**src/rtl/blcs_defines.vh**
```
// How it works
// Config bit 7 set picks the second light sensor, clear picks the main sensor.
// Config bit 6 set enables second sensor and turns sink six off.
// Config bits 5 to 3 report the brightness level; software may force it.
// With auto comparator enabled, hardware rewrites the level field, overriding software.
// Level codes 000 to 100 mean levels one (daylight) to five (dark).
// Level codes 101 to 111 disable the backlight, current target zero.
// Transfer law 00 or 01 gives square-law current with linear time steps.
// Transfer law 10 or 11 gives nonlinear steps, cubic profile 10 or 11.
// Config bit 0 set enables the fade override, clear disables it.
// With fade override on, a new current target applies at once, no stepping.
// Selection bits 0 to 6 map sinks one to seven; 1 means independent.
// Selection bit 0 ties that sink to the shared backlight group enable.
`ifndef BLCS_DEFINES_VH
`define BLCS_DEFINES_VH

// Register offsets
`define BLCS_CFG_ADDR 8'h04
`define BLCS_SEL_ADDR 8'h05

// Configuration field positions
`define BLCS_CFG_INSEL_BIT 7
`define BLCS_CFG_SEN2_BIT 6
`define BLCS_CFG_LVL_HI 5
`define BLCS_CFG_LVL_LO 3
`define BLCS_CFG_LAW_HI 2
`define BLCS_CFG_LAW_LO 1
`define BLCS_CFG_FADE_OVERRIDE_BIT 0

// Selection register layout
`define BLCS_SEL_MASK 8'h7f
`define BLCS_SINK_SIX_IDX 5

// Reset values
`define BLCS_CFG_RESET 8'h00
`define BLCS_SEL_RESET 8'h00

// Highest valid brightness code
`define BLCS_LVL_MAX 3'h4

`endif

```
**src/rtl/blcs_backlight_config.v**
```verilog
`include "blcs_defines.vh"

module blcs_backlight_config #(
    parameter SINKS = 7,
    parameter CURW = 7
) (
    input wire clk,
    input wire reset,
    // Register port from the serial interface
    input wire [7:0] reg_addr,
    input wire reg_wr,
    input wire [7:0] reg_wdata,
    input wire reg_rd,
    output reg [7:0] reg_rdata,
    output reg reg_rvalid,
    // Ambient light zones from the comparator logic
    input wire auto_comparator_enable,
    input wire [2:0] main_sensor_level,
    input wire [2:0] second_sensor_level,
    // Per-level current settings, level one in the low bits
    input wire [5*CURW-1:0] level_currents,
    // One-cycle fade step enable from the fade timer
    input wire fade_tick,
    // Sink drive sources
    input wire backlight_group_enable,
    input wire [SINKS-1:0] independent_enable,
    // Results
    output reg second_sensor_enable,
    output reg light_input_select,
    output reg [4:0] level_onehot,
    output reg backlight_active,
    output reg fade_nonlinear,
    output reg cubic_profile,
    output reg fade_override,
    output reg [CURW-1:0] current_target,
    output reg [CURW-1:0] current_out,
    output reg [SINKS-1:0] sink_enable
);

    // Checks a brightness code for one of the five valid levels
    function level_ok;
        input [2:0] code;
        begin
            level_ok = (code <= `BLCS_LVL_MAX);
        end
    endfunction

    // Picks the current setting for a code, zero for the disabled codes
    function [CURW-1:0] level_current;
        input [2:0] code;
        input [5*CURW-1:0] table_in;
        begin
            if (level_ok(code)) begin
                level_current = table_in[code*CURW +: CURW];
            end else begin
                level_current = {CURW{1'b0}};
            end
        end
    endfunction

    reg [7:0] cfg_reg;
    reg [7:0] cfg_next;
    reg [7:0] sel_reg;
    reg [7:0] sel_next;
    reg [2:0] sensor_level;
    reg [CURW-1:0] target_next;
    reg [CURW-1:0] current_next;
    reg [SINKS-1:0] sink_next;
    reg [4:0] onehot_next;
    integer i;

    wire [2:0] lvl_field = cfg_reg[`BLCS_CFG_LVL_HI:`BLCS_CFG_LVL_LO];
    wire [1:0] law_field = cfg_reg[`BLCS_CFG_LAW_HI:`BLCS_CFG_LAW_LO];

    // Zone from the sensor that governs the backlight
    always @* begin
        if (cfg_reg[`BLCS_CFG_INSEL_BIT]) begin
            sensor_level = second_sensor_level;
        end else begin
            sensor_level = main_sensor_level;
        end
    end

    // Configuration register next value
    always @* begin
        cfg_next = cfg_reg;
        if (reg_wr && reg_addr == `BLCS_CFG_ADDR) begin
            cfg_next = reg_wdata;
        end
        if (auto_comparator_enable) begin
            // Hardware level wins over a software write in the same cycle
            cfg_next[`BLCS_CFG_LVL_HI:`BLCS_CFG_LVL_LO] = sensor_level;
        end
    end

    // Selection register next value, reserved bit held at zero
    always @* begin
        sel_next = sel_reg;
        if (reg_wr && reg_addr == `BLCS_SEL_ADDR) begin
            sel_next = reg_wdata & `BLCS_SEL_MASK;
        end
    end

    // Register storage
    always @(posedge clk or posedge reset) begin
        if (reset) begin
            cfg_reg <= `BLCS_CFG_RESET;
            sel_reg <= `BLCS_SEL_RESET;
        end else begin
            cfg_reg <= cfg_next;
            sel_reg <= sel_next;
        end
    end

    // Register read port, data one cycle after the request
    always @(posedge clk or posedge reset) begin
        if (reset) begin
            reg_rdata <= 8'h00;
            reg_rvalid <= 1'b0;
        end else begin
            reg_rvalid <= reg_rd;
            if (reg_rd) begin
                case (reg_addr)
                    `BLCS_CFG_ADDR: reg_rdata <= cfg_reg;
                    `BLCS_SEL_ADDR: reg_rdata <= sel_reg;
                    default: reg_rdata <= 8'h00;
                endcase
            end
        end
    end

    // Level decode into one line per zone
    always @* begin
        onehot_next = 5'h00;
        case (lvl_field)
            3'h0: onehot_next = 5'h01;
            3'h1: onehot_next = 5'h02;
            3'h2: onehot_next = 5'h04;
            3'h3: onehot_next = 5'h08;
            3'h4: onehot_next = 5'h10;
            default: onehot_next = 5'h00;
        endcase
    end

    // Target current, zero for the disabled codes
    always @* begin
        target_next = level_current(lvl_field, level_currents);
    end

    // Fade stepping toward the target, or a jump under override
    always @* begin
        current_next = current_out;
        if (cfg_reg[`BLCS_CFG_FADE_OVERRIDE_BIT]) begin
            current_next = current_target;
        end else if (fade_tick) begin
            if (current_out < current_target) begin
                current_next = current_out + {{(CURW-1){1'b0}}, 1'b1};
            end else if (current_out > current_target) begin
                current_next = current_out - {{(CURW-1){1'b0}}, 1'b1};
            end
        end
    end

    // Sink drive: own enable or the shared group enable, sink six held off while config bit 6 is set
    always @* begin
        for (i = 0; i < SINKS; i = i + 1) begin
            if (sel_reg[i]) begin
                sink_next[i] = independent_enable[i];
            end else begin
                sink_next[i] = backlight_group_enable;
            end
        end
        if (cfg_reg[`BLCS_CFG_SEN2_BIT]) begin
            sink_next[`BLCS_SINK_SIX_IDX] = 1'b0;
        end
    end

    // Output flops
    always @(posedge clk or posedge reset) begin
        if (reset) begin
            second_sensor_enable <= 1'b0;
            light_input_select <= 1'b0;
            level_onehot <= 5'h00;
            backlight_active <= 1'b0;
            fade_nonlinear <= 1'b0;
            cubic_profile <= 1'b0;
            fade_override <= 1'b0;
            current_target <= {CURW{1'b0}};
            current_out <= {CURW{1'b0}};
            sink_enable <= {SINKS{1'b0}};
        end else begin
            second_sensor_enable <= cfg_reg[`BLCS_CFG_SEN2_BIT];
            light_input_select <= cfg_reg[`BLCS_CFG_INSEL_BIT];
            level_onehot <= onehot_next;
            backlight_active <= level_ok(lvl_field);
            // Law 0x is linear steps, 1x is cubic with profile in bit 0
            fade_nonlinear <= law_field[1];
            cubic_profile <= law_field[1] & law_field[0];
            fade_override <= cfg_reg[`BLCS_CFG_FADE_OVERRIDE_BIT];
            current_target <= target_next;
            current_out <= current_next;
            sink_enable <= sink_next;
        end
    end

endmodule // blcs_backlight_config

```
**config.mk**
```make
export PLATFORM = sky130hd
export DESIGN_NAME = blcs_backlight_config
export DESIGN_NICKNAME = d
export VERILOG_FILES = /design/src/rtl/blcs_backlight_config.v
export VERILOG_INCLUDE_DIRS = /design/src /design/src/rtl
export SDC_FILE = /design/constraint.sdc
export NUM_CORES = 1
export LEC_CHECK = 0
export ABC_AREA = 0
export BUFFER_PORTS_ARGS = -buffer_cell sky130_fd_sc_hd__buf_4
export CORE_MARGIN = 2
export CORE_UTILIZATION = 29
export DETAILED_ROUTE_END_ITERATION = 10
export PLACE_DENSITY_LB_ADDON = 0.05
export REMOVE_ABC_BUFFERS = 1
export SYNTH_ARGS = -nofsm -noshare
export SYNTH_HDL_FRONTEND = slang
export SYNTH_SLANG_ARGS = --single-unit
```
**constraint.sdc**
```tcl
create_clock -name clk -period 5.85 [get_ports clk]
set_clock_uncertainty 0.1 [all_clocks]
set_input_delay 0.585 -clock clk [delete_from_list [all_inputs] [get_ports clk]]
set_output_delay 0.585 -clock clk [all_outputs]
set_load 0.03 [all_outputs]
```
After elaboration in Yosys (flattened, before gate mapping)
Cells that the tools add are included.

Register bits after elaboration: 56. Bits of input ports: 71. Output and inout bits: 41. Word-level logic and storage cells: 54.

Add/sub/neg operators: 2. Multiply operators: 1. Order comparisons: 3. Equality and inequality tests: 6. Shifts and indexed selects: 1. Muxes and demuxes: 18. Bitwise operators: 1. Reduce and logical (&&, ||, !) cells: 7.

Operators by type and width (number): $mux 7 (5); $shiftx 35x7->7 (1); $pmux 5 s5 (1); $eq 8x3->1 const B (2); $pmux 8 s2 (1); $mux 1 (8); $add 7x1->7 const B (1); $gt 7x7->1 (1); $lt 7x7->1 (1); $sub 7x1->7 const B (1); $eq 3x2->1 const B (2); $mul 3x3->6 const B (1); $mux 3 (2); $mux 6 (1); $reduce_bool 2->1 (2); $eq 3x1->1 const B (1); $eq 3x3->1 const B (1); $le 3x3->1 const B (1); $logic_not 3->1 (1); $reduce_bool 3->1 (1); $logic_and 1x1->1 (2); $reduce_and 2->1 (1); $and 1x1->1 (1).

Longest topological paths before layout
Gate-level depths: netlist of the first run.

Word-level depth: 5. Depth in mapped cells: 11. Gate-level depth less buffers: 11.

Worst setup path after synthesis of the first run
No wires, ideal clock.

Kind: flip-flop to flip-flop. Start point: reg current_target[2]. End point: reg current_out[6]. Library setup time: 0.136 ns. Data arrival time: 2.864 ns. Data required time: 5.614 ns. Setup slack: 2.750 ns. Cell stages (with the launch flop): 12. Buffers on the path: 0. Clock period less this slack: 3.100 ns. Cell sequence: dfrtp_1 inv_1 ha_1 a21oi_1 a21o_1 nand2_1 fa_1 a211oi_1 o21a_1 a2bb2oi_1 nor3_1 or3b_2.

Cells in the longest elaborated chain, start to end: 4. Elaborated cells on any way between the ends: 7. Those cells by class: order compare: 2; mux: 3; reduce/logical: 2.

Ends and longest elaborated chain: from (decl) (RTL line blcs_backlight_config.v:35) `output reg [CURW-1:0] current_target,`; from (signal assigned) (RTL line blcs_backlight_config.v:188) `current_target <= {CURW{1'b0}};`; from (signal assigned) (RTL line blcs_backlight_config.v:200) `current_target <= target_next;`; $lt 7x7->1 (RTL line blcs_backlight_config.v:156) `if (current_out < current_target) begin`; $mux 7 (RTL line blcs_backlight_config.v:156); $mux 7 (RTL line blcs_backlight_config.v:155) `end else if (fade_tick) begin`; $mux 7 (RTL line blcs_backlight_config.v:153) `` if (cfg_reg[`BLCS_CFG_FADE_OVERRIDE_BIT]) begin ``; to (signal assigned) (RTL line blcs_backlight_config.v:189) `current_out <= {CURW{1'b0}};`; to (signal assigned) (RTL line blcs_backlight_config.v:201) `current_out <= current_next;`; to (decl) (RTL line blcs_backlight_config.v:36) `output reg [CURW-1:0] current_out,`.

Parallel ways exist; a longest one is shown, timed or not. The select of a mux whose other input is x is not followed. A chain may end at the register's enable or synchronous reset.

Final worst setup path of the first run
Same ends and word-level chain as after synthesis.

==> summary.md, run 1 <==
| Metric | Value |
|---|---|
| Beginning of the worst register-to-register path | current_target[2]$_DFF_PP0_ |
| Drt first pass iters | 4 |
| HPWL Detailed | 5.41 mm |
| Initial antenna violation count | 0 |
| Synth Area in Adders | 6.07% |
| Setup TNS Final | 0 ns |
| Initial Util | 30.0% |
| Post-synthesis compound-gate area fraction | 11.7% |
| I/O pins | 112 |
| Hold Slack | 0.344 ns |
| Hold wc startpoint | cfg_reg[6]$_DFFE_PP0P_ |
| Worst Path Class, Setup | register to register |
| Clock Power Share | 15.3% |
| Fin cells | 482 |
| Levels on crit path | 11 |
| First-pass GRT wire length | 11.5 mm |
| CP bufs+invs | 1 |
| Final hold violation count | 0 |
| Most frequent cells in the layout | buf_4 (112), dfrtp_1 (56), o21ai_0 (18), mux2_2 (18) |
| DRC viols | 0 |
| Largest family of logic cells by synthesized area | multiplexers |
| Worst Hold Depth | 0 |
| Crit path max-delay family | compound AO/OA/AOI/OAI gates |
| PortBufs | 111 |
| Final ANT Viol Nets | 0 |
| Placement Setup Slack | 2.66 ns |
| Clk slew on worst S/H paths | 0.11 ns |
| Number of post-CTS setup repair buffers | 0 |
| Asr flop ratio synth | 100% |
| End of the worst register-to-register path | current_out[6]$_DFFE_PP0P_ |
| Via density | 4.50 |
| Share of cells above drive strength 1 | 43.1% |
| Synth unique cells | 42 |
| Period minus WS final | 3.19 ns |
| CTS H-Tree Depth | 2 |
| Total CTS buffers | 5 |
| Placed insts | 474 |
| Crit end category | register |
| Synth Cell Area | 0.00280 mm2 |
| Worst Path Arrival | 3.28 ns |
| Hold_buf cts | 0 |
| Combinational Power Share | 50.0% |
| Number of synthesized register bits | 56 |
| Slowest stage delay, CP | 0.47 ns |
| Hold path endpoint | second_sensor_enable$_DFF_PP0_ |
| Sequential area share after synthesis | 50.0% |
| Final Worst Setup Slack | 2.66 ns |
| CP startpoint kind | register |
| Nets | 436 |
| Skew-Pair Late Insertion Delay | 0.31 ns |
| Routed WL | 7.31 mm |
| Slowest cell on crit path | fa_1 |
| CORE AREA | 0.00933 mm2 |
| Outcome | completed |
| P_int | 866 uW |
| Post-route cell area | 0.00386 mm2 |
| Hold Path Class | register to register |
| Fill count | 942 |
| Wire per inst | 15.2 um |
| Die Y | 102 um |
| Synth Area in XOR/XNOR | 1.25% |
| Top FF cell, synth | dfrtp_1 |
| Final slew viol count | 0 |
| FMAX | 0.313 GHz |
| Vias | 2169 |
| Post-synthesis mux area share | 16.4% |
| P_sw | 579 uW |
| Die width | 102 um |
| Area Overhead vs Synth | 37.6% |
| Avg Cell Area, Syn | 11.5 um2 |
| Worst vdd ir | 0.000139 V |
| Worst-path cell chain | inv_1, ha_1, a21oi_1, a21o_1, nand2_1, fa_1, a211oi_1, o21a_1, a2bb2oi_1, nor3_1, or3b_2 |
| Die area | 0.0105 mm2 |
| Synth Instances | 243 |
| CTS tree | done |
| Synth warnings | 0 |
| RSZ-0062 raised after global routing | false |
| Commonest non-fill, non-tap cell in the layout | buf_4 |
| FF-to-FF path depth | 11 |
| Routability cong. | 0.762 |
| Cell Area, Placed | 0.00376 mm2 |
| Crit Path Max Fanout | 6 |
| Gr usage total | 14.4% |
| Pin count of the biggest net entering global routing | 57 |
| Initial detailed-routing violation count | 96 |
| CP required | 5.94 ns |
| Clk buf depth | 2 |
| Post-synth EDFFs | 0 |
| # diodes | 0 |
| Max cap viols | 0 |
| Post-Synth Simple-Gate Area | 10.9% |
| # setup viols final | 0 |
| Final cycle utilization of the critical path | 54.5% |
| Least-Margin Pin Slew | 0.874 ns |
| Slew HR | 41.6% |
| Vias in the first global route | 2250 |
| Core Rows | 35 |
| GR Overflow Total | 0 |
| Cell Pwr Density | 375 mW/mm2 |
| Power share of the sequential group | 34.7% |
| CTS resizes | 0 |
| CTS Root Cell | clkbuf_8 |
| Pleak | 0.00188 uW |
| Clock sink count | 56 |
| Flop-to-flop setup slack | 2.66 ns |
| Switching portion of total power | 40.1% |
-- layer usage --
layer  vias up  GRT usage [%]  routed length (um)
met1      1023           19.6                3270
met3         2           3.76                 367
li1       1093              -                   -
met5         -              0                   0
met4         0           3.08                  38
met2        51           23.1                3630
-- logic make-up (layout without fill, tap and decap cells) --
| group | count (synthesis) | after routing |
|---|---|---|
| buffers and inverters | 27 | 137 |
| adder cells (fa/ha/maj) | 13 | 13 |
| AND/OR/NAND/NOR | 54 | 54 |
| XOR/XNOR | 4 | 4 |
| multiplexers | 35 | 35 |
| AO/OA/AOI/OAI | 54 | 54 |
| flip-flops | 56 | 56 |
-- power groups by stage --
stage / clock (uW) / combinational, uW / sequential [uW]
finish: 222 / 723 / 501
detailed placement: 0 / 725 / 511
floorplan: 0 / 443 / 577
CTS: 236 / 730 / 503
global route: 250 / 811 / 512
global placement: 0 / 727 / 508
-- layout make-up --
type                    count  area, um2  share of cell area (%)
repair buffers            112        841                    21.8
flip-flops and latches     56       1400                    36.3
clock inverters             3       22.5                   0.584
inverters                  17       63.8                    1.65
well taps                 129        161                    4.19
clock buffers               5       68.8                    1.78
multi-input cells         160       1300                    33.6
-- cell usage after synthesis, types with 3 or more instances --
cell type / number / share of area, %
nor2_1: 11 / 1.5
a21oi_1: 16 / 2.9
inv_1: 17 / 2.3
mux2_2: 18 / 7.2
nor3b_1: 3 / 0.80
dfrtp_1: 56 / 50
nand2_1: 16 / 2.1
a211oi_1: 3 / 0.80
nand3_1: 4 / 0.71
clkbuf_1: 6 / 0.80
xnor2_1: 3 / 0.94
mux4_2: 7 / 5.6
a21o_1: 3 / 0.80
mux2i_1: 10 / 3.6
a22oi_1: 7 / 1.9
o21ai_0: 18 / 3.2
ha_1: 12 / 5.4
-- per-stage QoR --
| stage | total power, uW | utilization, % |
|---|---|---|
| 5_1_grt | 1570 | 41.3 |
| 3_5_place_dp | 1240 | 40.4 |
| 2_1_floorplan | 1020 | - |
| 3_3_place_gp | 1240 | 40.4 |
| 6_report | 1440 | 41.3 |
| 4_1_cts | 1470 | 41.3 |
-- worst max-delay path by stage --
stage,start,to,slack [ns]
6_report,current_target[2]$_DFF_PP0_,current_out[6]$_DFFE_PP0P_,2.66
5_1_grt,current_target[2]$_DFF_PP0_,current_out[6]$_DFFE_PP0P_,2.42
4_1_cts,current_target[2]$_DFF_PP0_,current_out[6]$_DFFE_PP0P_,2.63
3_5_place_dp,current_target[2]$_DFF_PP0_,current_out[6]$_DFFE_PP0P_,2.66
3_3_place_gp,current_target[2]$_DFF_PP0_,current_out[6]$_DFFE_PP0P_,2.73
2_1_floorplan,current_target[2]$_DFF_PP0_,current_out[6]$_DFFE_PP0P_,2.75
Power figures use the tool's default switching activity.
==> run 2: changes to the inputs <==
clock period = 2.95 ns   (was 5.85 ns; I/O delays follow)
==> run 2 against run 1 <==
Largest cell class unchanged. Hold slack worse by 0.31 ns. Final cell count up 5.6%. Flip-flop and latch count is the same. Via count grew 6.5%. Clock power increased by 92%. Critical path depth unchanged. Sequential share of layout area is 2.5 points lower. Utilization is 3.1 points higher. Fmax grew 12%. Non-clock buffer count increased by 27. Largest power group unchanged. Highest routed layer unchanged. Combinational power grew to 2.7 times the previous value.
==> summary.md, run 2 (same netlist as run 1, synthesis figures left out) <==
| Metric | Value |
|---|---|
| Outcome | completed |
| DRC viols | 0 (unchanged) |
| Pin count of the biggest net entering global routing | 39 (-32%) |
| Die Y | 102 um (unchanged) |
| CTS Root Cell | clkbuf_8 |
| Setup TNS Final | 0 ns (unchanged) |
| Least-Margin Pin Slew | 0.808 ns (-0.0660 ns) |
| CORE AREA | 0.00933 mm2 (unchanged) |
| Worst vdd ir | 0.000319 V (+130%) |
| Total CTS buffers | 5 (unchanged) |
| Pleak | 0.00201 uW (+7.2%) |
| Initial detailed-routing violation count | 49 (-49%) |
| Slowest cell on crit path | or3b_2 |
| Max cap viols | 0 (unchanged) |
| Worst Path Class, Setup | register to register |
| Die area | 0.0105 mm2 (unchanged) |
| Worst Path Arrival | 2.93 ns (-0.35 ns) |
| Highest Signal Layer | met4 |
| Power, Total | 3320 uW (+130%) |
| I/O pins | 112 (unchanged) |
| FF-to-FF path depth | 11 (unchanged) |
| Slowest stage delay, CP | 0.45 ns (-0.02 ns) |
| Hold Slack | 0.0356 ns (-0.308 ns) |
| FMAX | 0.352 GHz (+12%) |
| Clk buf depth | 2 (unchanged) |
| CP Launch Point | current_target[6]$_DFF_PP0_ |
| Power share of the sequential group | 28.7% (-6.0 points) |
| Vias in the first global route | 2281 (+1.4%) |
| Routed WL | 7.41 mm (+1.3%) |
| P_sw | 1300 uW (+120%) |
| CTS tree | done |
| Vias | 2309 (+6.5%) |
| Cell Pwr Density | 802 mW/mm2 (+110%) |
| Clock sink count | 56 (unchanged) |
| Area Overhead vs Synth | 47.8% |
| Hold Path Class | input pin to asynchronous set/reset pin |
| Met2 routed WL | 3.65 mm (+0.39%) |
| Slew HR | 46.0% (+4.5 points) |
| CP most frequent cell | o21a_1 |
| Gr usage total | 14.4% (about the same) |
| Beginning of the worst register-to-register path | current_target[6]$_DFF_PP0_ |
| Core Rows | 35 (unchanged) |
| End of the worst register-to-register path | current_out[6]$_DFFE_PP0P_ |
| PortBufs | 111 (unchanged) |
| Crit Path Max Fanout | 6 (unchanged) |
| GR Overflow Total | 0 (unchanged) |
| Most frequent cells in the layout | buf_4 (139), dfrtp_1 (56), o21ai_0 (18), mux2_2 (18) |
| Routability cong. | 0.793 (+4.1%) |
| Die width | 102 um (unchanged) |
| Final slew viol count | 0 (unchanged) |
| Hold_buf cts | 0 (unchanged) |
| # setup viols final | 0 (unchanged) |
| Final cycle utilization of the critical path | 96.3% (+42 points) |
| Skew-Pair Late Insertion Delay | 0.31 ns (about the same) |
| Switching portion of total power | 39.1% (-0.95 points) |
| Wire per inst | 14.6 um (-4.0%) |
| Placement Setup Slack | -0.0935 ns (-2.75 ns) |
| Commonest non-fill, non-tap cell in the layout | buf_4 |
| HPWL Detailed | 5.70 mm (+5.3%) |
| Clk slew on worst S/H paths | 0.11 ns (about the same) |
| Initial Util | 30.0% (unchanged) |
| Nets | 463 (+6.2%) |
| M1 WL | 3.30 mm (+0.86%) |
| Share of cells above drive strength 1 | 50.3% (+7.2 points) |
| CP startpoint kind | register |
| Combinational Power Share | 58.5% (+8.5 points) |
| Flop-to-flop setup slack | 0.11 ns (-2.55 ns) |
| Clock Power Share | 12.8% (-2.5 points) |
| First-pass GRT wire length | 11.5 mm (+0.23%) |
| # diodes | 0 (unchanged) |
| Drt first pass iters | 4 (unchanged) |
| Initial antenna violation count | 0 (unchanged) |
| CTS H-Tree Depth | 2 (unchanged) |
| Worst-path cell chain | inv_1, ha_4, a21oi_2, o21a_1, nand2_4, fa_2, a211oi_2, o21a_1, nor4_4, o211ai_1, or3b_2 |
| Worst Setup EP | current_out[6]$_DFFE_PP0P_ |
| Fin util | 44.4% (+3.1 points) |
| Met3 WL | 383 um (+4.4%) |
| Final hold violation count | 0 (unchanged) |
| P_int | 2020 uW (+130%) |
| Final ANT Viol Nets | 0 (unchanged) |
| Via density | 4.54 (+0.81%) |
| Crit end category | register |
| CP required | 3.04 ns (-2.90 ns) |
| Period minus WS final | 2.84 ns (-0.350 ns) |
| Fill count | 923 (-2.0%) |
| Final Worst Setup Slack | 0.109 ns (-2.55 ns) |
==> run 2: cell count changes in the layout (fill, tap and decap cells not counted), moves of 3 or more <==
cell / change
buf_4: +27
a21oi_1: -3
a21oi_2: +3
ha_1: -3
ha_4: +3
==> run 2: power by group through the flow <==
stage               Clock (uW)  Sequential (uW)  Combinational [uW]
CTS                        446              948                1840
global route               477              969                2150
detailed placement           0              964                1740
global placement             0              962                1740
finish                     426              953                1940
floorplan                    0             1140                 878
==> run 2: area by class of cell <==
cell class	count	area [um2]	area share (%)
inverter	17	63.8	1.54
clock inverter	3	21.3	0.513
clock buffer	5	68.8	1.66
timing repair buffer	139	1040	25.2
multi-input combinational	160	1380	33.4
sequential	56	1400	33.8
tap	129	161	3.90
==> run 2: metrics by stage <==
| stage | std cells | instance area [um2] |
|---|---|---|
| floorplan | 233 | 2760 |
| global placement | 496 | 3930 |
| detailed placement | 496 | 3930 |
| CTS | 505 | 4050 |
| global route | 509 | 4140 |
| finish | 509 | 4140 |
==> run 2: worst min-delay path by stage <==
stage,start,slack (ns),to,cells after the start
after floorplan,reg_rd,0.23,reg_rvalid$_DFF_PP0_,0
after global placement,cfg_reg[2]$_DFFE_PP0P_,0.31,fade_nonlinear$_DFF_PP0_,0
after detailed placement,cfg_reg[2]$_DFFE_PP0P_,0.31,fade_nonlinear$_DFF_PP0_,0
after CTS,reset,0.06,reg_rdata[6]$_DFFE_PP0P_,2
after global routing,level_currents[31],0.08,current_target[3]$_DFF_PP0_,3
final,reset,0.04,sink_enable[0]$_DFF_PP0_,2
==> run 2: timing repair <==
action,CTS,global route
setup endpoints to repair,1,2
gates resized for setup,5,9
pin swaps,1,7
setup buffers,1,4
cloned,0,0
==> run 2: routing by layer <==
layer	global-route usage [%]	up-vias
li1	-	1146
met1	19.4	1099
met2	23.2	58
met3	3.69	6
met4	3.49	0
met5	0	-
==> run 2: worst max-delay path, delay by kind of cell, from the launching register on <==
family / cells / cell delay (ns)
flip-flops: 1 / 0.40
AND/OR/NAND/NOR: 3 / 0.61
buffers and inverters: 1 / 0.10
adder cells (fa/ha/maj): 2 / 0.60
AO/OA/AOI/OAI: 5 / 0.91
